==> config.mk <==
export PLATFORM = sky130hd
export DESIGN_NAME = dtc_top
export DESIGN_NICKNAME = d
export VERILOG_FILES = /design/src/verilog/dtc_pkg.sv /design/src/verilog/dtc_sync.sv /design/src/verilog/dtc_tick.sv /design/src/verilog/dtc_top.sv
export VERILOG_INCLUDE_DIRS = /design/src /design/src/verilog
export SDC_FILE = /design/constraint.sdc
export NUM_CORES = 1
export LEC_CHECK = 0
export ABC_AREA = 1
export BUFFER_PORTS_ARGS = -buffer_cell sky130_fd_sc_hd__buf_4
export CAP_MARGIN = 10
export CORE_ASPECT_RATIO = 1.4
export CORE_UTILIZATION = 40
export DETAILED_ROUTE_END_ITERATION = 6
export PLACE_DENSITY = 0.66
export SKIP_CTS_REPAIR_TIMING = 1
export SLEW_MARGIN = 10
export SYNTH_ARGS = -nofsm -noshare
export SYNTH_HDL_FRONTEND = slang
export SYNTH_SLANG_ARGS = --single-unit
export TNS_END_PERCENT = 100
==> constraint.sdc <==
create_clock -name clk -period 3.4 [get_ports clk]
set_input_delay 0.68 -clock clk [delete_from_list [all_inputs] [get_ports clk]]
set_output_delay 0.68 -clock clk [all_outputs]
set_load 0.005 [all_outputs]
==> src/verilog/dtc_defines.svh <==
// register offsets, field positions and timing counts for the dual timer/event counter
// assumes inclusion by bare name from the top module and the test files
`ifndef DTC_DEFINES_SVH
`define DTC_DEFINES_SVH
`define DTC_OFF_CNT0 12'h000
`define DTC_OFF_CNT1_LO 12'h004
`define DTC_OFF_CNT1_HI 12'h008
`define DTC_OFF_CTRL0 12'h00C
`define DTC_OFF_CTRL1 12'h010
`define DTC_OFF_IRQ_CTRL 12'h014
`define DTC_OFF_STATUS 12'h018
`define DTC_MODE_HI 7
`define DTC_MODE_LO 6
`define DTC_RUN_BIT 4
`define DTC_EDGE_BIT 3
`define DTC_COSEL_BIT 5
`define DTC_PSC_HI 2
`define DTC_PSC_LO 0
`define DTC_IE0_BIT 0
`define DTC_IE1_BIT 1
`define DTC_CNT1_DIV 4
`define DTC_CTRL_RESET 8'h00
`endif

==> src/verilog/dtc_pkg.sv <==
// types shared by the dual timer/event counter modules
// assumes dtc_defines.svh is on the include path
package dtc_pkg;
   typedef enum logic [1:0] {
      DTC_MODE_CMP = 2'b00,
      DTC_MODE_EVENT = 2'b01,
      DTC_MODE_TIMER = 2'b10,
      DTC_MODE_PULSE = 2'b11
   } dtc_mode_t;
   typedef enum logic [2:0] {
      DTC_PW_IDLE = 3'b001,
      DTC_PW_ARMED = 3'b010,
      DTC_PW_COUNT = 3'b100
   } dtc_pw_state_t;
endpackage

==> src/verilog/dtc_sync.sv <==
// two flip-flop synchroniser for asynchronous pin and comparator levels
// assumes a single clock domain and synchronous reset
`timescale 1ns/1ps
module dtc_sync #(
   parameter int W = 1
) (
   input wire logic clk,
   input wire logic srst,
   input wire logic [W-1:0] async_in,
   output logic [W-1:0] sync_out
);
   logic [W-1:0] meta_q;
   always_ff @(posedge clk) begin
      if (srst) begin
         meta_q <= '0;
         sync_out <= '0;
      end else begin
         meta_q <= async_in;
         sync_out <= meta_q;
      end
   end
endmodule

==> src/verilog/dtc_tick.sv <==
// one-cycle tick generator: free-running divider, tick on the falling half of the derived clock
// assumes ratio is a power of two, at least 2
`timescale 1ns/1ps
module dtc_tick #(
   parameter int W = 8
) (
   input wire logic clk,
   input wire logic srst,
   input wire logic [W-1:0] ratio_m1,
   output logic tick
);
   logic [W-1:0] div_q;
   always_ff @(posedge clk) begin
      if (srst) begin
         div_q <= '0;
      end else if (div_q >= ratio_m1) begin
         div_q <= '0;
      end else begin
         div_q <= W'(div_q + 1'b1);
      end
   end
   // the derived clock is high in the upper half of the count; wrapping is its falling edge
   assign tick = (div_q >= ratio_m1);
endmodule

==> src/verilog/dtc_top.sv <==
// dual timer/event counter: 8-bit counter 0 with prescaler, 16-bit counter 1 with byte buffering
// assumes an APB master on clk, asynchronous pin/comparator inputs, interrupt controller outside
// Operation
// - timer and pulse width modes count from the system clock
// - counter 0 internal clock passes a prescaler set by control bits 2..0
// - event mode counts one per qualifying pin, comparator or amplifier edge
// - mode bits plus compare output select bit choose comparator or amplifier source
// - count up to all ones, then overflow and request an interrupt
// - on overflow reload from preload and keep counting
// - writes to preload while stopped also load the counter
// - writes while running change only preload, used at next overflow
// - preload registers are not reset by hardware
// - low byte write of counter 1 goes into a buffer only
// - high byte write loads high byte and moves buffered low byte
// - high byte read latches low byte; low byte read returns latch
// - control bits 7..6 select comparator, event, timer or pulse width mode
// - run bit 4 lets the counter advance; cleared halts it
// - prescaler ignored for pin or comparator sources
// - edge select bit 3 picks active edge in event and pulse modes
// - counter 1 timer clock is system clock divided by four, no prescaler
// - timer mode advances on each falling edge of its timer clock
// - overflow interrupt wakes the device unless its enable bit is clear
// - edge select clear counts rising edges, set counts falling edges
// - pulse width counts between edges, then clears run and ignores edges
//
// Added by the designer: the address map and register access over APB.
`timescale 1ns/1ps
`include "dtc_defines.svh"
module dtc_top #(
   parameter int W0 = 8,
   parameter int W1 = 16
) (
   input wire logic clk,
   input wire logic srst,
   input wire logic psel,
   input wire logic penable,
   input wire logic pwrite,
   input wire logic [11:0] paddr,
   input wire logic [31:0] pwdata,
   input wire logic [3:0] pstrb,
   output logic [31:0] prdata,
   output logic pready,
   output logic pslverr,
   input wire logic counter0_value_or_pin,
   input wire logic counter1_input_pin,
   input wire logic comparator_out,
   input wire logic amplifier1_out,
   output logic counter0_irq,
   output logic counter1_irq,
   output logic wake_request
);
   import dtc_pkg::*;

   logic [7:0] ctrl0_q, ctrl1_q;
   logic [1:0] irq_en_q;
   logic [W0-1:0] cnt0_q, pre0_q;
   logic [W1-1:0] cnt1_q, pre1_q;
   logic [7:0] lo_buf_q;
   logic [1:0] ovf_seen_q;
   logic [2:0] pins_s;
   logic [2:0] pins_q;
   logic tick0_int, tick1_int;
   dtc_pw_state_t pw0_q, pw1_q;

   function automatic dtc_mode_t mode_of(input logic [7:0] c);
      return dtc_mode_t'(c[`DTC_MODE_HI:`DTC_MODE_LO]);
   endfunction

   // true when the level change from old to new is the active edge for edge select e
   function automatic logic edge_hit(input logic old_l, input logic new_l, input logic e);
      return e ? (old_l & ~new_l) : (~old_l & new_l);
   endfunction

   // control field decodes, shared by both counters except the prescaler, used by counter 0 only
   function automatic logic run_of(input logic [7:0] c);
      return c[`DTC_RUN_BIT];
   endfunction

   function automatic logic edge_of(input logic [7:0] c);
      return c[`DTC_EDGE_BIT];
   endfunction

   function automatic logic cosel_of(input logic [7:0] c);
      return c[`DTC_COSEL_BIT];
   endfunction

   function automatic logic [2:0] psc_of(input logic [7:0] c);
      return c[`DTC_PSC_HI:`DTC_PSC_LO];
   endfunction

   // apb decode
   wire wr_en = psel & penable & pwrite;
   wire lane0 = pstrb[0];
   wire hit_any = (paddr == `DTC_OFF_CNT0) || (paddr == `DTC_OFF_CNT1_LO) ||
                  (paddr == `DTC_OFF_CNT1_HI) || (paddr == `DTC_OFF_CTRL0) ||
                  (paddr == `DTC_OFF_CTRL1) || (paddr == `DTC_OFF_IRQ_CTRL) ||
                  (paddr == `DTC_OFF_STATUS);
   assign pready = 1'b1;
   assign pslverr = psel & penable & ~hit_any;

   wire wr_cnt0 = wr_en & lane0 & (paddr == `DTC_OFF_CNT0);
   wire wr_lo = wr_en & lane0 & (paddr == `DTC_OFF_CNT1_LO);
   wire wr_hi = wr_en & lane0 & (paddr == `DTC_OFF_CNT1_HI);
   wire wr_c0 = wr_en & lane0 & (paddr == `DTC_OFF_CTRL0);
   wire wr_c1 = wr_en & lane0 & (paddr == `DTC_OFF_CTRL1);
   wire wr_ie = wr_en & lane0 & (paddr == `DTC_OFF_IRQ_CTRL);
   wire wr_st = wr_en & lane0 & (paddr == `DTC_OFF_STATUS);
   // the low byte is latched in the setup cycle, the cycle that also captures the high byte,
   // so a carry between setup and access cannot tear the pair
   wire rd_setup = psel & ~penable & ~pwrite;
   wire rd_hi = rd_setup & (paddr == `DTC_OFF_CNT1_HI);

   // pin and comparator levels are asynchronous
   dtc_sync #(.W(3)) u_sync (
      .clk(clk),
      .srst(srst),
      .async_in({amplifier1_out, comparator_out, counter0_value_or_pin}),
      .sync_out(pins_s)
   );

   always_ff @(posedge clk) begin
      if (srst) begin
         pins_q <= '0;
      end else begin
         pins_q <= pins_s;
      end
   end

   // counter 0 timer tick, prescaled
   // the divider runs free, so the first timer period after start may be short
   dtc_tick #(.W(8)) u_psc0 (
      .clk(clk),
      .srst(srst),
      .ratio_m1(8'((9'h002 << psc_of(ctrl0_q)) - 9'h001)),
      .tick(tick0_int)
   );

   // counter 1 timer tick, fixed divide by four
   dtc_tick #(.W(2)) u_div1 (
      .clk(clk),
      .srst(srst),
      .ratio_m1(2'(`DTC_CNT1_DIV - 1)),
      .tick(tick1_int)
   );

   // counter 0 event source: comparator/amplifier in mode 00, pin in mode 01
   logic src0_old, src0_new;
   always_comb begin
      if (mode_of(ctrl0_q) == DTC_MODE_CMP) begin
         src0_old = cosel_of(ctrl1_q) ? pins_q[2] : pins_q[1];
         src0_new = cosel_of(ctrl1_q) ? pins_s[2] : pins_s[1];
      end else begin
         src0_old = pins_q[0];
         src0_new = pins_s[0];
      end
   end

   // counter 1 pin is synchronised separately from counter 0 inputs
   logic pin1_s;
   logic pin1_q;
   dtc_sync #(.W(1)) u_sync1 (
      .clk(clk),
      .srst(srst),
      .async_in(counter1_input_pin),
      .sync_out(pin1_s)
   );
   always_ff @(posedge clk) begin
      if (srst) begin
         pin1_q <= 1'b0;
      end else begin
         pin1_q <= pin1_s;
      end
   end

   // counter 1 mode 00 counts the selected comparator/amplifier source as well
   logic src1_old, src1_new;
   always_comb begin
      if (mode_of(ctrl1_q) == DTC_MODE_CMP) begin
         src1_old = cosel_of(ctrl1_q) ? pins_q[2] : pins_q[1];
         src1_new = cosel_of(ctrl1_q) ? pins_s[2] : pins_s[1];
      end else begin
         src1_old = pin1_q;
         src1_new = pin1_s;
      end
   end

   // advance strobes per mode; pulse width gating comes from the measuring state
   logic adv0, adv1;
   always_comb begin
      case (mode_of(ctrl0_q))
         DTC_MODE_CMP, DTC_MODE_EVENT: adv0 = edge_hit(src0_old, src0_new, ctrl0_q[`DTC_EDGE_BIT]);
         DTC_MODE_TIMER: adv0 = tick0_int;
         DTC_MODE_PULSE: adv0 = tick0_int & (pw0_q == DTC_PW_COUNT);
         default: adv0 = 1'b0;
      endcase
      adv0 = adv0 & run_of(ctrl0_q);
   end

   always_comb begin
      case (mode_of(ctrl1_q))
         DTC_MODE_CMP, DTC_MODE_EVENT: adv1 = edge_hit(src1_old, src1_new, ctrl1_q[`DTC_EDGE_BIT]);
         DTC_MODE_TIMER: adv1 = tick1_int;
         DTC_MODE_PULSE: adv1 = tick1_int & (pw1_q == DTC_PW_COUNT);
         default: adv1 = 1'b0;
      endcase
      adv1 = adv1 & run_of(ctrl1_q);
   end

   wire ovf0 = adv0 & (&cnt0_q);
   wire ovf1 = adv1 & (&cnt1_q);

   // pulse width: armed waits for the leading edge, count runs until the level returns
   // edge select clear measures a low pulse: start on the fall, stop when the pin rises again
   wire pw0_start = edge_hit(pins_q[0], pins_s[0], ~edge_of(ctrl0_q));
   wire pw0_stop = edge_hit(pins_q[0], pins_s[0], edge_of(ctrl0_q));
   wire pw1_start = edge_hit(pin1_q, pin1_s, ~edge_of(ctrl1_q));
   wire pw1_stop = edge_hit(pin1_q, pin1_s, edge_of(ctrl1_q));
   wire pw0_on = run_of(ctrl0_q) & (mode_of(ctrl0_q) == DTC_MODE_PULSE);
   wire pw1_on = run_of(ctrl1_q) & (mode_of(ctrl1_q) == DTC_MODE_PULSE);
   wire pw0_done = (pw0_q == DTC_PW_COUNT) & pw0_stop;
   wire pw1_done = (pw1_q == DTC_PW_COUNT) & pw1_stop;

   always_ff @(posedge clk) begin
      if (srst) begin
         pw0_q <= DTC_PW_IDLE;
      end else begin
         case (pw0_q)
            DTC_PW_IDLE: pw0_q <= pw0_on ? DTC_PW_ARMED : DTC_PW_IDLE;
            DTC_PW_ARMED: pw0_q <= !pw0_on ? DTC_PW_IDLE : (pw0_start ? DTC_PW_COUNT : DTC_PW_ARMED);
            DTC_PW_COUNT: pw0_q <= (!pw0_on || pw0_stop) ? DTC_PW_IDLE : DTC_PW_COUNT;
            default: pw0_q <= DTC_PW_IDLE;
         endcase
      end
   end

   always_ff @(posedge clk) begin
      if (srst) begin
         pw1_q <= DTC_PW_IDLE;
      end else begin
         case (pw1_q)
            DTC_PW_IDLE: pw1_q <= pw1_on ? DTC_PW_ARMED : DTC_PW_IDLE;
            DTC_PW_ARMED: pw1_q <= !pw1_on ? DTC_PW_IDLE : (pw1_start ? DTC_PW_COUNT : DTC_PW_ARMED);
            DTC_PW_COUNT: pw1_q <= (!pw1_on || pw1_stop) ? DTC_PW_IDLE : DTC_PW_COUNT;
            default: pw1_q <= DTC_PW_IDLE;
         endcase
      end
   end

   // control registers; hardware clearing the run bit beats nothing, software write wins if same cycle
   always_ff @(posedge clk) begin
      if (srst) begin
         ctrl0_q <= `DTC_CTRL_RESET;
         ctrl1_q <= `DTC_CTRL_RESET;
         irq_en_q <= '0;
      end else begin
         if (wr_c0) begin
            ctrl0_q <= pwdata[7:0];
         end else if (pw0_done) begin
            ctrl0_q[`DTC_RUN_BIT] <= 1'b0;
         end
         if (wr_c1) begin
            ctrl1_q <= pwdata[7:0];
         end else if (pw1_done) begin
            ctrl1_q[`DTC_RUN_BIT] <= 1'b0;
         end
         if (wr_ie) begin
            irq_en_q <= {pwdata[`DTC_IE1_BIT], pwdata[`DTC_IE0_BIT]};
         end
      end
   end

   // preloads have no reset: contents undefined until software writes them
   always_ff @(posedge clk) begin
      if (wr_cnt0) begin
         pre0_q <= W0'(pwdata[7:0]);
      end
      if (wr_lo) begin
         lo_buf_q <= pwdata[7:0];
      end else if (rd_hi) begin
         lo_buf_q <= cnt1_q[7:0];
      end
      if (wr_hi) begin
         pre1_q <= {pwdata[7:0], lo_buf_q};
      end
   end

   // counter values; also unreset, loaded only by preload path
   always_ff @(posedge clk) begin
      if (wr_cnt0 && !ctrl0_q[`DTC_RUN_BIT]) begin
         cnt0_q <= W0'(pwdata[7:0]);
      end else if (ovf0) begin
         cnt0_q <= pre0_q;
      end else if (adv0) begin
         cnt0_q <= W0'(cnt0_q + 1'b1);
      end
      if (wr_hi && !ctrl1_q[`DTC_RUN_BIT]) begin
         cnt1_q <= {pwdata[7:0], lo_buf_q};
      end else if (ovf1) begin
         cnt1_q <= pre1_q;
      end else if (adv1) begin
         cnt1_q <= W1'(cnt1_q + 1'b1);
      end
   end

   // overflow strobes, gated by the enables; sticky seen bits cleared by status write
   // wake follows the gated strobes, so a masked overflow neither interrupts nor wakes
   wire irq0_d = ovf0 & irq_en_q[`DTC_IE0_BIT];
   wire irq1_d = ovf1 & irq_en_q[`DTC_IE1_BIT];
   always_ff @(posedge clk) begin
      if (srst) begin
         counter0_irq <= 1'b0;
         counter1_irq <= 1'b0;
         wake_request <= 1'b0;
         ovf_seen_q <= '0;
      end else begin
         counter0_irq <= irq0_d;
         counter1_irq <= irq1_d;
         wake_request <= irq0_d | irq1_d;
         // set wins over a write-one clear in the same cycle
         ovf_seen_q <= (ovf_seen_q & ~(wr_st ? pwdata[1:0] : 2'b00)) | {ovf1, ovf0};
      end
   end

   // read mux; reads of the low byte return the latch, not the live count
   always_ff @(posedge clk) begin
      if (srst) begin
         prdata <= '0;
      // captured in setup so the data already stands in the access cycle
      end else if (rd_setup) begin
         case (paddr)
            `DTC_OFF_CNT0: prdata <= 32'(cnt0_q);
            `DTC_OFF_CNT1_LO: prdata <= 32'(lo_buf_q);
            `DTC_OFF_CNT1_HI: prdata <= 32'(cnt1_q[15:8]);
            `DTC_OFF_CTRL0: prdata <= 32'(ctrl0_q);
            `DTC_OFF_CTRL1: prdata <= 32'(ctrl1_q);
            `DTC_OFF_IRQ_CTRL: prdata <= 32'(irq_en_q);
            `DTC_OFF_STATUS: prdata <= 32'(ovf_seen_q);
            default: prdata <= 32'h00000000;
         endcase
      end
   end
endmodule

## Word-level counts from Yosys, hierarchy flattened

Index checks and enable logic that the tools add are counted.

| operators by class | value |
|---|---|
| shift-type cells | 1 |
| equality and inequality tests | 18 |
| bitwise gates (word level) | 49 |
| muxes and demuxes | 38 |
| reduce and logical (&&, ||, !) cells | 28 |
| add/sub/neg operators | 5 |
| magnitude comparators | 2 |

Operators with widths:

| cell | count |
|---|---|
| 8-bit case mux with 7 select lines | 1 |
| 16-bit 2-to-1 mux | 3 |
| 8-bit 2-to-1 mux | 5 |
| 12-bit by 5-bit equality test with 1-bit output, second input constant | 3 |
| 1-bit AND | 34 |
| 12-bit by 4-bit equality test with 1-bit output, second input constant | 2 |
| 3-bit 2-to-1 mux | 6 |
| 3-bit case mux with 3 select lines | 2 |
| 16-bit by 1-bit adder with 16-bit output, second input constant | 1 |
| 8-bit by 1-bit adder with 8-bit output, second input constant | 2 |
| 1-bit 2-to-1 mux | 16 |
| 16-bit AND reduction | 1 |
| 12-bit by 3-bit equality test with 1-bit output, second input constant | 1 |
| 12-bit zero test | 1 |
| 1-bit NOT | 11 |
| 2-bit equality test, second input constant | 4 |
| 8-bit >= comparator | 1 |
| 1-bit logical OR | 8 |
| 8-bit AND reduction | 1 |
| 2-bit OR reduction | 4 |
| 2-bit by 3-bit << shifter with 8-bit output, first input constant | 1 |
| 8-bit by 1-bit subtractor with 8-bit output, second input constant | 1 |
| 3-bit by 1-bit equality test with 1-bit output, second input constant | 2 |
| 3-bit by 2-bit equality test with 1-bit output, second input constant | 2 |
| other kinds (15) | 28 |

| storage, ports and cells | value |
|---|---|
| word-level logic and storage cells | 166 |
| register bits | 139 |
| input bits | 57 |

## Logic depth before layout (Yosys ltp)

| logic depth | value |
|---|---|
| depth after elaboration | 10 |
| gate-level depth with buffers | 20 |
| gate-level depth less buffers | 20 |

## Cells and area by module

From an unflattened synthesis, not the netlist that was laid out.

| second synthesis, totals | value |
|---|---|
| cell total of the unflattened synthesis | 808 |
| area total of the unflattened synthesis | 6481.2 sq um |

By module, submodules not included:

| module | instances | cells each | area each (sq um) |
|---|---|---|---|
| dtc_top | 1 | 693 | 5575.3 |
| dtc_tick (u_psc0) | 1 | 75 | 566.8 |
| dtc_sync (u_sync) | 1 | 18 | 165.2 |
| dtc_tick (u_div1) | 1 | 16 | 118.9 |
| dtc_sync (u_sync1) | 1 | 6 | 55.1 |

## Worst setup path before layout

Ideal clock, no wire load.

| timing | value |
|---|---|
| path kind | flip-flop to flip-flop |
| start point | register ctrl0_q[0] |
| end point | register cnt0_q[0] (enable) |
| cell stages (with the launch flop) | 18 |
| arrival time | 2410 ps |
| clock period less this slack | 2739 ps |
| path buffers | 0 |
| path slack | 661 ps |
| path through | dfxtp_1 > nor2_1 > inv_1 > nor2_1 > inv_1 > ha_1 > nand2_1 > o21ai_0 > mux2_2 > ha_1 > nand2_1 > nor2_1 > nand2_1 > nand2_1 > nand2_1 > nand2_1 > nand2_1 > nand2_1 |

| on the way | value |
|---|---|
| longest elaborated chain between the ends | 8 |

RTL lines:

| item | line | RTL |
|---|---|---|
| from (decl) | dtc_top.sv:54 | `logic [7:0] ctrl0_q, ctrl1_q;` |
| from (signal assigned) | dtc_top.sv:252 | `` ctrl0_q <= `DTC_CTRL_RESET; `` |
| from (signal assigned) | dtc_top.sv:257 | `ctrl0_q <= pwdata[7:0];` |
| 2-bit by 3-bit << shifter with 8-bit output (*) | dtc_top.sv:134 | `.ratio_m1(8'((9'h002 << psc_of(ctrl0_q)) - 9'h001)),` |
| 8-bit by 1-bit subtractor with 8-bit output (*) | dtc_top.sv:134 |  |
| 8-bit >= comparator (*) | dtc_tick.sv:23 | `assign tick = (div_q >= ratio_m1);` |
| 1-bit AND | dtc_top.sv:193 | `DTC_MODE_PULSE: adv0 = tick0_int & (pw0_q == DTC_PW_COUNT);` |
| 1-bit case mux with 3 select lines (*) | dtc_top.sv:190 | `case (mode_of(ctrl0_q))` |
| 1-bit AND (*) | dtc_top.sv:196 | `adv0 = adv0 & run_of(ctrl0_q);` |
| 1-bit AND | dtc_top.sv:209 | `wire ovf0 = adv0 & (&cnt0_q);` |
| 3-bit nonzero test (no line) (*) | n/a |  |
| to (signal assigned) | dtc_top.sv:290 | `cnt0_q <= W0'(pwdata[7:0]);` |
| to (signal assigned) | dtc_top.sv:292 | `cnt0_q <= pre0_q;` |
| to (signal assigned) | dtc_top.sv:294 | `cnt0_q <= W0'(cnt0_q + 1'b1);` |
| to (decl) | dtc_top.sv:56 | `logic [W0-1:0] cnt0_q, pre0_q;` |

Mark *: on every way between the ends. The rest lies on a longest branch, timed or not.
A chain may end at the register's enable or synchronous reset.

## Worst setup path in the final report

| timing | value |
|---|---|
| start point | register ctrl0_q[0] |
| end point | register cnt0_q[7] (enable) |

The elaborated chain is that of the path after synthesis.

==> results.json <==
{
  "cp_data_arrival_time_ps": 3180,
  "vias": 5173,
  "cts.sinks": 115,
  "layout_commonest_cell": "nand2_1",
  "grt_first_pass_wirelength_um": 23900,
  "synthCells": 782,
  "die_h_um": 150,
  "clk_latency_ps": 410,
  "path_clk_slew_ps": 50,
  "timing.final.crit_share_pct": 91.5,
  "powerDensity_mw_per_mm2": 474,
  "slowest_delay_ps": 350,
  "crit_path_max_fanout": 10,
  "final.setup_skew_ps": 6.22,
  "relSlewSlack_pct": 64.0,
  "gp_congestion": 0.896,
  "diodes": 0,
  "tightestPinTransition_ps": 535,
  "yosys.area.top_type_share_pct": 26.9,
  "cts_buffers": 17,
  "startpoint_type": "flop",
  "cts_root_buf": "clkbuf_16",
  "hold_viol": 0,
  "wl_per_cell_um": 14.6,
  "cp_common_cell": "nand2_1",
  "ys_async_sr_fraction_pct": 0,
  "placementRows": 53,
  "track_usage_pct": 19.9,
  "fin_cells": 1031,
  "mostFrequentLayoutCells": "202 x nand2_1, 86 x inv_1, 79 x nand3_1",
  "core_mm2": 0.0151,
  "port_buffers": 41,
  "cts_tree": "done",
  "grt_max_degree": 29,
  "vdd_drop_max_mv": 0.325,
  "maxCapViolations": 0,
  "drive_gt1_share_pct": 12.9,
  "synthTopCellsByArea": "edfxtp_1 27%, dfxtp_1 19%, nand2_1 12%",
  "synth_cell_types": 44,
  "synth_edf_count": 56,
  "max_freq_mhz": 322,
  "worstSetupPathType": "reg -> reg",
  "syn_area_per_cell_um2": 7.99,
  "finalCriticalPeriod_ps": 3110,
  "p_total_uw": 3410,
  "nets": 895,
  "drt_pass1_iterations": 5,
  "synth-seq-cells": 115,
  "grt_pass1_vias": 4806,
  "met1_usage_pct": 22.1,
  "drc": 0,
  "drtIter0Drc": 301,
  "status": "completed",
  "setup_tns_ps": 0,
  "overflow": 0,
  "dominantRegCellSynth": "dfxtp_1",
  "rsz0062_at_grt": "false",
  "cts_buffer_depth": 2,
  "worst_ep_required_time_ps": 3470,
  "cts_max_level": 4,
  "crit_path_end_kind": "flop",
  "initial_core_util_pct": 41.3,
  "antenna_found_initial": 0,
  "ys_warn_count": 0,
  "die_w_um": 108,
  "p_leak_uw": 0.00306,
  "totalWireLength_um": 15100,
  "grt-busiest-layer": "met2",
  "dpl_worst_slack_ps": 311,
  "yosysTopAreaCell": "edfxtp_1",
  "areaGrowthSynthToFinish_pct": 15.3,
  "report.final.slew_viol_count": 0,
  "seq_area_frac_synth_pct": 45.8,
  "setup_ws_ps": 291,
  "cp_slowest_cell": "dfxtp_1",
  "met2_usage_pct": 35.8,
  "use_met3_pct": 4.57,
  "path_cells": "nor2_1 > inv_1 > nor2_1 > inv_1 > ha_1 > nand2_1 > o21ai_0 > mux2_2 > ha_1 > nand2_1 > nor2_1 > nand2_1 > nand2_1 > nand2_1 > nand2_1 > nand2_1 > nand2_1",
  "min_path_type": "reg -> reg",
  "dp_cells": 999,
  "setup_violations": 0,
  "ant_nets": 0,
  "die_area_mm2": 0.0161,
  "io_pins": 94,
  "syn_area_mm2": 0.00624,
  "dpl.hpwl_um": 10900,
  "viasPerCell": 5.02
}
## report_power, final
part / leakage (µW) / switching (µW) / total [µW] / internal, µW
Clock: 0.000300 / 646 / 1750 / 1100
Sequential: 0.000981 / 19.0 / 1480 / 1460
Combinational: 0.00177 / 116 / 180 / 64.2
Total: 0.00306 / 781 / 3410 / 2630
## Yosys cell counts, types with 4 or more instances
master    instances
nand2_1         202
inv_1            86
nand3_1          79
nor2_1           60
dfxtp_1          59
edfxtp_1         56
a21oi_1          44
o21ai_0          38
buf_4            25
xor2_1           18
nand4_1          16
ha_1             12
nor3_1           12
xnor2_1           7
buf_2             6
buf_6             6
clkbuf_1          6
nand2_2           4
nor2_4            4
## state kept, by name (all words and copies together) (netlist names), 2 cells and up
name / cells
ctrl1_q: 8
u_div1.div_q: 2
ctrl0_q: 8
ovf_seen_q: 2
pw0_q: 3
pre0_q: 8
pre1_q: 16
pins_q: 3
lo_buf_q: 8
prdata: 8
pw1_q: 3
irq_en_q: 2
cnt0_q: 8
u_psc0.div_q: 8
u_sync.meta_q: 3
cnt1_q: 16
u_sync.sync_out: 3
## layer usage
| layer | vias to the layer above | routed length (µm) |
|---|---|---|
| met3 | 28 | 682 |
| met5 | - | 0 |
| li1 | 2612 | - |
| met2 | 146 | 7830 |
| met4 | 0 | 484 |
| met1 | 2387 | 6090 |
## critical path: cells and delay by family, from the launching register on
| family | cells | cell delay, ps |
|---|---|---|
| flops | 1 | 350 |
| mux | 1 | 270 |
| simple gates | 11 | 1440 |
| buf+inv | 2 | 140 |
| compound gates | 1 | 70 |
| fa+ha+maj | 2 | 500 |
## logic make-up (layout without fill, tap and decap cells)
| family | after synthesis | in the layout | share of synthesized area [%] |
|---|---|---|---|
| muxes | 2 | 2 | 0.361 |
| and+or+nand+nor | 404 | 404 | 29.8 |
| AOI/OAI and AO/OA | 90 | 90 | 7.65 |
| xor gates and xnor gates | 25 | 25 | 3.51 |
| other | 2 | 25 | 0.120 |
| adders and majority gates | 12 | 12 | 2.40 |
| buffers and inverters | 132 | 166 | 10.3 |
| DFF | 115 | 115 | 45.8 |
## area by class of cell
class | instances | area (µm²)
sequential | 115 | 2860
clock inverter | 9 | 61.3
tap | 192 | 240
multi-input combinational | 558 | 2830
fill | 1519 | 7920
clock buffer | 23 | 532
timing repair buffer | 46 | 345
inverter | 88 | 330
## path summary, 6_finish.rpt
| path | start | end | slack, ps | depth (start not counted) |
|---|---|---|---|---|
| setup / recovery | ctrl0_q[0] | cnt0_q[7] | 290 | 17 |
| hold / removal | u_sync.meta_q[1] | u_sync.sync_out[1] | 400 | 2 |
| setup reg to reg | ctrl0_q[0] | cnt0_q[7] | 290 | 17 |
| hold reg to reg | u_sync.meta_q[1] | u_sync.sync_out[1] | 400 | 2 |
## metrics by stage
stage | hold slack [ps] | area (µm²) | utilization [%]
floorplan | 388 | 6330 | -
global placement | 390 | 6610 | 43.7
detailed placement | 393 | 6610 | 43.7
CTS | 400 | 7200 | 47.6
global route | 424 | 7200 | 47.6
finish | 400 | 7200 | 47.6
(Power assumes the default switching activity.)
